$ cat src/pkg/bcd_pkg.sv
// Shared constants, types and bus carriers for the bounds/clear decoder
package bcd_pkg;

   // ==========================================================
   // Register byte offsets
   localparam logic [7:0] OFF_CTRL = 8'h00;
   localparam logic [7:0] OFF_OPWORD = 8'h04;
   localparam logic [7:0] OFF_CHKVAL = 8'h08;
   localparam logic [7:0] OFF_BOUNDLO = 8'h0c;
   localparam logic [7:0] OFF_BOUNDHI = 8'h10;
   localparam logic [7:0] OFF_CCRIN = 8'h14;
   localparam logic [7:0] OFF_STATUS = 8'h18;
   localparam logic [7:0] OFF_RESULT = 8'h1c;

   // ==========================================================
   // Field positions and reset values
   localparam int CTRL_START = 0;
   localparam int CCR_X = 4;
   localparam int CCR_N = 3;
   localparam int CCR_Z = 2;
   localparam int CCR_V = 1;
   localparam int CCR_C = 0;
   localparam int ST_DONE = 8;
   localparam logic [4:0] CCR_RESET = 5'h00;
   localparam logic [31:0] WORD_RESET = 32'h0000_0000;
   localparam logic [7:0] TRAP_VECTOR = 8'h06;

   // ==========================================================
   // Opcode fields
   localparam logic [3:0] OPC_BIT_TEST_OP_HI = 4'h0;
   localparam logic [2:0] OPC_BIT_TEST_OP_MID = 3'h4;
   localparam logic [3:0] OPC_CHK_HI = 4'h4;
   localparam logic [4:0] OPC_PAIRED_BOUND_CHECK_HI = 5'h00;
   localparam logic [2:0] OPC_PAIRED_BOUND_CHECK_MID = 3'h3;
   localparam logic [7:0] OPC_CLR_HI = 8'h42;
   localparam logic [1:0] SZ_BYTE = 2'h0;
   localparam logic [1:0] SZ_WORD = 2'h1;
   localparam logic [1:0] SZ_LONG = 2'h2;
   localparam logic [1:0] SZ_BAD = 2'h3;
   localparam logic [2:0] EA_DREG = 3'h0;
   localparam logic [2:0] EA_AREG = 3'h1;
   localparam logic [2:0] EA_POSTINC = 3'h3;
   localparam logic [2:0] EA_PREDEC = 3'h4;
   localparam logic [2:0] EA_EXT = 3'h7;
   localparam logic [2:0] EAX_ABSL = 3'h1;
   localparam logic [2:0] EAX_PCIDX = 3'h3;
   localparam logic [2:0] EAX_IMM = 3'h4;

   // ==========================================================
   // Types
   typedef enum logic {FSM_IDLE, FSM_EXEC} fsm_t;
   typedef enum logic [2:0] {K_NONE, K_BIT_TEST_OP, K_CHK, K_PAIRED_BOUND_CHECK, K_CLR} kind_t;

   typedef struct packed {
      logic hsel;
      logic hready;
      logic [1:0] htrans;
      logic [31:0] haddr;
      logic hwrite;
      logic [2:0] hsize;
      logic [31:0] hwdata;
   } ahb_req_t;

   typedef struct packed {
      logic [31:0] hrdata;
      logic hreadyout;
      logic hresp;
   } ahb_rsp_t;

   typedef struct packed {
      logic done;
      logic trap;
      logic [7:0] vector;
      logic wrEn;
      logic [1:0] wrSize;
      logic [31:0] wrData;
      logic [4:0] ccr;
   } exec_out_t;

endpackage : bcd_pkg

$ cat src/bounds_check_clear_decode.sv
// Decode and execute of bit-test, bound checks and operand clear
//
// The register addresses and the AHB-Lite slave port were chosen for this implementation.
`timescale 1ns/100ps

// Summary of operation
// - Register bit-test takes bit number from register
// - Bit-test accepts data modes only
// - Register destination long, memory destination byte
// - Single check traps vector 6 out of range
// - Single bound compared as signed value
// - Single check sets N; X kept
// - Single check opcode and size decode
// - Single check bound uses data modes only
// - Paired check traps outside lower/upper bound
// - Lower bound read first, then upper
// - Data register checked on low part
// - Address register: bounds sign-extended, full compare
// - Equal bounds allow exactly one value
// - Paired check sets Z and C; X kept
// - Paired check size and extension word decode
// - Paired check accepts control modes only
// - Clear writes zero, flags N0 Z1 V0 C0
// - Clear opcode and size decode
// - Clear accepts data alterable modes only
module bounds_check_clear_decode #(
   parameter int unsigned ADDR_BITS = 8
) (
   // Clock and reset
   input wire logic mclk,
   input wire logic resetn,
   // Register bus
   input wire bcd_pkg::ahb_req_t ahbReq,
   output bcd_pkg::ahb_rsp_t ahbRsp,
   // Execution results
   output bcd_pkg::exec_out_t execOut
);

   // ==========================================================
   // Elaboration checks
   if (ADDR_BITS < 5 || ADDR_BITS > 32) begin : g_bad_addr
      $error("ADDR_BITS must be 5 to 32");
   end

   // ==========================================================
   // State
   typedef struct packed {
      bcd_pkg::fsm_t fsm;
      logic dValid;
      logic dWrite;
      logic [5:0] dIdx;
      logic [31:0] opWord;
      logic [31:0] chkVal;
      logic [31:0] boundLo;
      logic [31:0] boundHi;
      logic [4:0] ccrIn;
      bcd_pkg::kind_t kind;
      logic done;
      logic trap;
      logic illegal;
      logic donePulse;
      logic trapPulse;
      logic wrEn;
      logic [1:0] wrSize;
      logic [4:0] ccrOut;
   } state_t;

   state_t q;
   state_t d;

   function automatic logic [5:0] idx(input logic [7:0] off);
      return off[7:2];
   endfunction : idx

   function automatic logic [31:0] widen(input logic [31:0] v, input logic [1:0] sz,
                                         input logic sgn);
      case (sz)
         bcd_pkg::SZ_BYTE: return {{24{sgn & v[7]}}, v[7:0]};
         bcd_pkg::SZ_WORD: return {{16{sgn & v[15]}}, v[15:0]};
         default: return v;
      endcase
   endfunction : widen

   function automatic logic eaData(input logic [2:0] m, input logic [2:0] r);
      return (m != bcd_pkg::EA_AREG) && !(m == bcd_pkg::EA_EXT && r > bcd_pkg::EAX_IMM);
   endfunction : eaData

   function automatic logic eaCtrl(input logic [2:0] m, input logic [2:0] r);
      return (m != bcd_pkg::EA_DREG) && (m != bcd_pkg::EA_AREG) &&
             (m != bcd_pkg::EA_POSTINC) && (m != bcd_pkg::EA_PREDEC) &&
             !(m == bcd_pkg::EA_EXT && r > bcd_pkg::EAX_PCIDX);
   endfunction : eaCtrl

   function automatic logic eaDataAlt(input logic [2:0] m, input logic [2:0] r);
      return (m != bcd_pkg::EA_AREG) && !(m == bcd_pkg::EA_EXT && r > bcd_pkg::EAX_ABSL);
   endfunction : eaDataAlt

   // ==========================================================
   // Decode and datapath
   logic [15:0] op;
   logic [15:0] ext;
   logic [2:0] eaMode;
   logic [2:0] eaReg;
   logic isBtst;
   logic isChk;
   logic isChk2;
   logic isClr;
   bcd_pkg::kind_t decKind;
   logic decIll;
   logic decTrap;
   logic decWr;
   logic [4:0] decCcr;
   logic [4:0] bitIdx;
   logic [1:0] sz;
   logic [31:0] val;
   logic [31:0] lo;
   logic [31:0] hi;
   logic useSigned;
   logic isAddr;
   logic below;
   logic above;

   assign op = q.opWord[15:0];
   assign ext = q.opWord[31:16];
   assign eaMode = op[5:3];
   assign eaReg = op[2:0];
   assign isBtst = op[15:12] == bcd_pkg::OPC_BIT_TEST_OP_HI && op[8:6] == bcd_pkg::OPC_BIT_TEST_OP_MID;
   assign isChk = op[15:12] == bcd_pkg::OPC_CHK_HI && op[8] && !op[6];
   assign isChk2 = op[15:11] == bcd_pkg::OPC_PAIRED_BOUND_CHECK_HI && op[8:6] == bcd_pkg::OPC_PAIRED_BOUND_CHECK_MID &&
                   op[10:9] != bcd_pkg::SZ_BAD && ext[11] && ext[10:0] == 11'h000;
   assign isClr = op[15:8] == bcd_pkg::OPC_CLR_HI && op[7:6] != bcd_pkg::SZ_BAD;
   assign isAddr = ext[15];

   always_comb begin
      decKind = bcd_pkg::K_NONE;
      decIll = 1'b1;
      decTrap = 1'b0;
      decWr = 1'b0;
      decCcr = q.ccrIn;
      bitIdx = 5'h00;
      sz = bcd_pkg::SZ_LONG;
      val = q.chkVal;
      lo = q.boundLo;
      hi = q.boundHi;
      useSigned = 1'b1;
      below = 1'b0;
      above = 1'b0;
      if (isBtst) begin
         decKind = bcd_pkg::K_BIT_TEST_OP;
         decIll = !eaData(eaMode, eaReg);
         // Register destination: modulo 32; memory: byte, modulo 8
         bitIdx = (eaMode == bcd_pkg::EA_DREG) ? q.chkVal[4:0] : {2'b00, q.chkVal[2:0]};
         decCcr[bcd_pkg::CCR_Z] = ~q.boundLo[bitIdx];
      end else if (isChk) begin
         decKind = bcd_pkg::K_CHK;
         decIll = !eaData(eaMode, eaReg);
         sz = op[7] ? bcd_pkg::SZ_WORD : bcd_pkg::SZ_LONG;
         val = widen(q.chkVal, sz, 1'b1);
         lo = widen(q.boundLo, sz, 1'b1);
         below = $signed(val) < 0;
         above = $signed(val) > $signed(lo);
         decTrap = below | above;
         // Z, V, C undefined: left as they came in
         if (below) begin
            decCcr[bcd_pkg::CCR_N] = 1'b1;
         end else if (above) begin
            decCcr[bcd_pkg::CCR_N] = 1'b0;
         end
      end else if (isChk2) begin
         decKind = bcd_pkg::K_PAIRED_BOUND_CHECK;
         decIll = !eaCtrl(eaMode, eaReg);
         sz = op[10:9];
         // Bounds ordered unsigned select an unsigned check, else signed
         lo = widen(q.boundLo, sz, isAddr);
         hi = widen(q.boundHi, sz, isAddr);
         useSigned = lo > hi;
         lo = widen(q.boundLo, sz, isAddr | useSigned);
         hi = widen(q.boundHi, sz, isAddr | useSigned);
         val = isAddr ? q.chkVal : widen(q.chkVal, sz, useSigned);
         below = useSigned ? ($signed(val) < $signed(lo)) : (val < lo);
         above = useSigned ? ($signed(val) > $signed(hi)) : (val > hi);
         decTrap = below | above;
         decCcr[bcd_pkg::CCR_Z] = (val == lo) || (val == hi);
         decCcr[bcd_pkg::CCR_C] = below | above;
      end else if (isClr) begin
         decKind = bcd_pkg::K_CLR;
         decIll = !eaDataAlt(eaMode, eaReg);
         decWr = 1'b1;
         decCcr[bcd_pkg::CCR_N] = 1'b0;
         decCcr[bcd_pkg::CCR_Z] = 1'b1;
         decCcr[bcd_pkg::CCR_V] = 1'b0;
         decCcr[bcd_pkg::CCR_C] = 1'b0;
      end
      // A rejected encoding touches nothing
      if (decIll) begin
         decTrap = 1'b0;
         decWr = 1'b0;
         decCcr = q.ccrIn;
      end
   end

   // ==========================================================
   // Next state: bus slave and sequencer
   // Addresses past the decoded window read as unmapped rather than aliasing
   logic inWindow;
   assign inWindow = (ahbReq.haddr >> ADDR_BITS) == 32'h0000_0000;

   always_comb begin
      d = q;
      d.donePulse = 1'b0;
      d.trapPulse = 1'b0;
      if (ahbReq.hready) begin
         d.dValid = ahbReq.hsel && ahbReq.htrans[1] && inWindow;
         d.dWrite = ahbReq.hwrite;
         d.dIdx = ahbReq.haddr[7:2];
      end
      if (q.dValid && q.dWrite) begin
         case (q.dIdx)
            idx(bcd_pkg::OFF_CTRL): begin
               // Start during execution is ignored
               if (ahbReq.hwdata[bcd_pkg::CTRL_START] && q.fsm == bcd_pkg::FSM_IDLE) begin
                  d.fsm = bcd_pkg::FSM_EXEC;
                  d.done = 1'b0;
               end
            end
            idx(bcd_pkg::OFF_OPWORD): d.opWord = ahbReq.hwdata;
            idx(bcd_pkg::OFF_CHKVAL): d.chkVal = ahbReq.hwdata;
            idx(bcd_pkg::OFF_BOUNDLO): d.boundLo = ahbReq.hwdata;
            idx(bcd_pkg::OFF_BOUNDHI): d.boundHi = ahbReq.hwdata;
            idx(bcd_pkg::OFF_CCRIN): d.ccrIn = ahbReq.hwdata[4:0];
            idx(bcd_pkg::OFF_STATUS): begin
               if (ahbReq.hwdata[bcd_pkg::ST_DONE]) begin
                  d.done = 1'b0;
               end
            end
            default: ;
         endcase
      end
      case (q.fsm)
         bcd_pkg::FSM_EXEC: begin
            // Completion set comes last so it beats a same-cycle clear
            d.fsm = bcd_pkg::FSM_IDLE;
            d.done = 1'b1;
            d.donePulse = 1'b1;
            d.kind = decKind;
            d.illegal = decIll;
            d.trap = decTrap;
            d.trapPulse = decTrap;
            d.ccrOut = decCcr;
            d.wrEn = decWr;
            d.wrSize = op[7:6];
         end
         default: ;
      endcase
   end

   always_ff @(posedge mclk or negedge resetn) begin
      if (!resetn) begin
         q <= '{fsm: bcd_pkg::FSM_IDLE, kind: bcd_pkg::K_NONE, dIdx: 6'h00,
                opWord: bcd_pkg::WORD_RESET, chkVal: bcd_pkg::WORD_RESET,
                boundLo: bcd_pkg::WORD_RESET, boundHi: bcd_pkg::WORD_RESET,
                ccrIn: bcd_pkg::CCR_RESET, ccrOut: bcd_pkg::CCR_RESET,
                wrSize: 2'h0, default: 1'b0};
      end else begin
         q <= d;
      end
   end

   // ==========================================================
   // Outputs
   logic [31:0] rdMux;

   always_comb begin
      rdMux = 32'h0000_0000;
      if (q.dValid && !q.dWrite) begin
         case (q.dIdx)
            idx(bcd_pkg::OFF_CTRL): rdMux = {31'h0000_0000, q.fsm == bcd_pkg::FSM_EXEC};
            idx(bcd_pkg::OFF_OPWORD): rdMux = q.opWord;
            idx(bcd_pkg::OFF_CHKVAL): rdMux = q.chkVal;
            idx(bcd_pkg::OFF_BOUNDLO): rdMux = q.boundLo;
            idx(bcd_pkg::OFF_BOUNDHI): rdMux = q.boundHi;
            idx(bcd_pkg::OFF_CCRIN): rdMux = {27'h000_0000, q.ccrIn};
            idx(bcd_pkg::OFF_STATUS): begin
               rdMux = {8'h00, q.trap ? bcd_pkg::TRAP_VECTOR : 8'h00, 1'b0, q.kind,
                        1'b0, q.illegal, q.trap, q.done, 3'h0, q.ccrOut};
            end
            idx(bcd_pkg::OFF_RESULT): rdMux = {29'h0000_0000, q.wrEn, q.wrSize};
            default: rdMux = 32'h0000_0000;
         endcase
      end
   end

   // Zero wait states, so every access answers OKAY at once
   assign ahbRsp.hrdata = rdMux;
   assign ahbRsp.hreadyout = 1'b1;
   assign ahbRsp.hresp = 1'b0;

   assign execOut.done = q.donePulse;
   assign execOut.trap = q.trapPulse;
   assign execOut.vector = q.trapPulse ? bcd_pkg::TRAP_VECTOR : 8'h00;
   assign execOut.wrEn = q.donePulse & q.wrEn;
   assign execOut.wrSize = q.wrSize;
   assign execOut.wrData = 32'h0000_0000;
   assign execOut.ccr = q.ccrOut;

   logic execNow;
   assign execNow = q.fsm == bcd_pkg::FSM_EXEC;

   logic chkFits;
   assign chkFits = execNow && isChk && !decIll && !op[7] && !q.chkVal[31] &&
                    $signed(q.chkVal) <= $signed(q.boundLo);
endmodule : bounds_check_clear_decode

$ cat config.mk
export PLATFORM = sky130hd
export DESIGN_NAME = bounds_check_clear_decode
export DESIGN_NICKNAME = d
export VERILOG_FILES = /design/src/pkg/bcd_pkg.sv /design/src/bounds_check_clear_decode.sv
export SDC_FILE = /design/constraint.sdc
export NUM_CORES = 1
export LEC_CHECK = 0
export BUFFER_PORTS_ARGS = -buffer_cell sky130_fd_sc_hd__buf_2
export CORE_AREA = 2 2 149 151
export DETAILED_ROUTE_END_ITERATION = 6
export DIE_AREA = 0 0 151 153
export GPL_TIMING_DRIVEN = 0
export MAX_ROUTING_LAYER = met4
export PLACE_DENSITY = 0.73
export SLEW_MARGIN = 20
export SYNTH_ARGS = -nofsm -noshare
export SYNTH_HDL_FRONTEND = slang
export SYNTH_SLANG_ARGS = --single-unit
$ cat constraint.sdc
create_clock -name mclk -period 5.7 [get_ports mclk]
set_input_delay 0.285 -clock mclk [delete_from_list [all_inputs] [get_ports mclk]]
set_output_delay 0.285 -clock mclk [all_outputs]
set_load 0.005 [all_outputs]
==> impl_metrics.py <==
metrics = {
    "status": {
        "outcome": "complete, no violations",
    },
    "placement": {
        "postPlaceCellArea_sq_um": 12800,
        "finalWeightedCongestion": 0.983,
        "io_buffers": 110,
        "hpwl_um": 30400,
        "numPlacedInstances": 1754,
    },
    "floorplanning": {
        "chipHeight_um": 153,
        "coreArea_sq_um": 21500,
        "io-pin-count": 158,
        "fp.dieW_um": 151,
        "start_util": 0.545,
        "die-area_sq_um": 23100,
        "placementRows": 54,
    },
    "clock_tree": {
        "clkSinkCount": 158,
        "htreeDepth": 4,
        "worstSkewPairLatency_ps": 440,
        "cts_buffers": 17,
        "clock_path_buffers": 2,
        "cts_tree": "yes",
        "root_buffer": "clkbuf_16",
        "path_clk_slew_ps": 70,
    },
    "synth": {
        "avgSynthCellArea_sq_um": 8.84,
        "postSynthCellCount": 1325,
        "ys_seq_area_frac": 0.337,
        "synth_top_area_cell": "dfrtp_1",
        "synth_area_leaders": "dfrtp_1 34%, ha_1 13%, mux2_2 9.4%",
        "synth-seq-cells": 158,
        "synthArstFlopShare": 1.00,
        "yosysUniqueCellTypes": 65,
        "syn_area_sq_um": 11700,
        "synth.top_cell.area_share": 0.337,
        "synth_edf_count": 0,
        "ys.flop_type": "dfrtp_1",
        "ys_warn_count": 0,
    },
    "grt": {
        "grt_max_degree": 82,
        "antenna_found_initial": 0,
        "grt_pass1_wl_um": 61500,
        "grtUsageTotal": 0.362,
        "overflow": 0,
        "grt_pass1_vias": 10500,
    },
    "worst_setup_path": {
        "critPathBufInv": 4,
        "crit_required_ps": 6000,
        "path_class": "flip-flop to flip-flop",
        "critPathSlowestCell": "dfrtp_1",
        "rrSetupSlack_ps": 190,
        "cpPeakStageDelay_ps": 440,
        "critPathLaunchType": "flip-flop",
        "critPathTopFamily": "compound AO/OA/AOI/OAI gates",
        "crit_fanout": 8,
        "worstSetupEndpointType": "flip-flop",
        "cp.arrival_ps": 5810,
    },
    "detailed_routing": {
        "highest_layer": "met4",
        "via_per_inst": 6.22,
        "routedWlPerCell_um": 22.4,
        "drc": 0,
        "dr_wl_met2_um": 18200,
        "ant_nets": 0,
        "m1WireLength_um": 17100,
        "finalWirelength_um": 40300,
        "dr.pass1.iters": 6,
        "via_count": 11200,
        "drt_iter0_markers": 1128,
        "wl_met3_um": 3540,
    },
    "pwr": {
        "p_per_area_nw_per_um2": 196,
        "p_leak_nw": 6.73,
        "ir_drop_mv": 0.220,
    },
    "timing": {
        "finalHoldViolCount": 0,
        "max_freq_mhz": 181,
        "tightest_slew_ps": 975,
        "rsz0062_at_grt": "no",
        "setup_violations": 0,
        "slew_violations": 0,
        "fin_crit_ps": 5510,
        "fin_crit_sh": 0.967,
        "slew_headroom": 0.350,
        "fin_worst_skew_ps": 9.18,
    },
    "final_layout": {
        "fin_area_sq_um": 13700,
        "final-instance-count-excl-fill": 1799,
        "final_util": 0.638,
        "antenna-diode-count": 0,
        "final_layout_size_suffix_gt1_frac": 0.245,
        "nets": 1700,
        "area_delta_synth_final_pct": 17.0,
    },
    "flow_run": {
        "max_cap_viol_count": 0,
    },
    "min_path": {
        "hold_class": "input port to flip-flop",
    },
}
## layer usage
layer | track usage | up-vias
met5 | - | -
met4 | 0.138 | 0
met3 | 0.0597 | 101
met2 | 0.534 | 590
met1 | 0.501 | 5402
li1 | - | 5097
## synth_stat cells (9+ instances only)
cell and instances:
a21o_1 9, a21oi_1 134, a22oi_1 52, buf_2 10
buf_4 51, clkbuf_1 56, dfrtp_1 158, ha_1 120
inv_1 67, mux2_2 98, mux4_2 9, nand2_1 189
nand2b_1 20, nand3_1 24, nand4_1 26, nor2_1 38
nor3_1 15, nor4_1 9, o21ai_0 121
## sequential cells by signal, indices dropped and copies added (netlist names)
| name | count |
|---|---|
| execNow | 1 |
| eaReg | 3 |
| eaMode | 3 |
| execOut | 9 |
| ext | 16 |
| q | 116 |
| op | 10 |
## logic make-up after synthesis
kind of cell             synth area share
AND/OR/NAND/NOR                     0.142
other                            0.000641
buffers and inverters              0.0786
multiplexers                        0.118
XOR/XNOR                         0.000748
flip-flops                          0.337
adder cells (fa/ha/maj)             0.128
AO/OA/AOI/OAI                       0.194
## layout make-up
class	instances	area, sq um
multi-input cells	1014	7150
clock buffers	17	425
well taps	280	350
clock inverters	15	154
repair buffers	127	711
flip-flops and latches	158	3950
plain buffers	120	707
fillers	1888	7780
inverters	68	255
## final timing paths
kind | start | endpoint | cells past startpoint
setup reg to reg | q[60] | execOut[48] | 25
max in group asynchronous | resetn | q[12] | 3
setup / recovery | q[60] | execOut[48] | 25
hold / removal | ahbReq[41] | q[152] | 2
hold reg to reg | execNow | execOut[49] | 0
min in group asynchronous | resetn | ext[8] | 2
## repair_timing
item                                   CTS  global route
endpoints found under the hold margin   77             0
gates resized for setup                 38            36
hold buffers                             1             0
pin swaps                                4            13
setup buffers                            2            13
setup endpoints to repair                4             4
## metrics by stage
stage	hold slack [ps]	power, mW	setup slack, ps	TNS, ps
2_1_floorplan	-10.6	1.41	490	0
3_3_place_gp	358	1.53	-1420	-5570
3_5_place_dp	310	1.54	-1530	-5800
4_1_cts	69.8	2.69	5.79	0
5_1_grt	73.1	2.78	0.901	0
6_report	78.3	2.69	189	0
## where the power goes
part	total, mW	internal [mW]	switching [mW]
Sequential	1.17	1.15	0.0284
Combinational	0.370	0.157	0.212
Clock	1.15	0.616	0.533
## cell usage in the layout, fill, tap and decap left out, types with 12 or more instances in the layout
cell,netlist,layout
a22oi_1,52,52
nor3_1,15,12
clkbuf_1,56,43
o21ai_0,121,116
ha_1,120,120
buf_4,51,69
nand3_1,24,22
a21oi_1,134,131
mux2_2,98,98
nand4_1,26,26
conb_1,2,40
nand2_1,189,186
nor2_1,38,36
dfrtp_1,158,158
inv_1,67,67
clkbuf_16,0,17
nand2b_1,20,20
buf_2,10,120
Power figures use the tool's default switching activity.
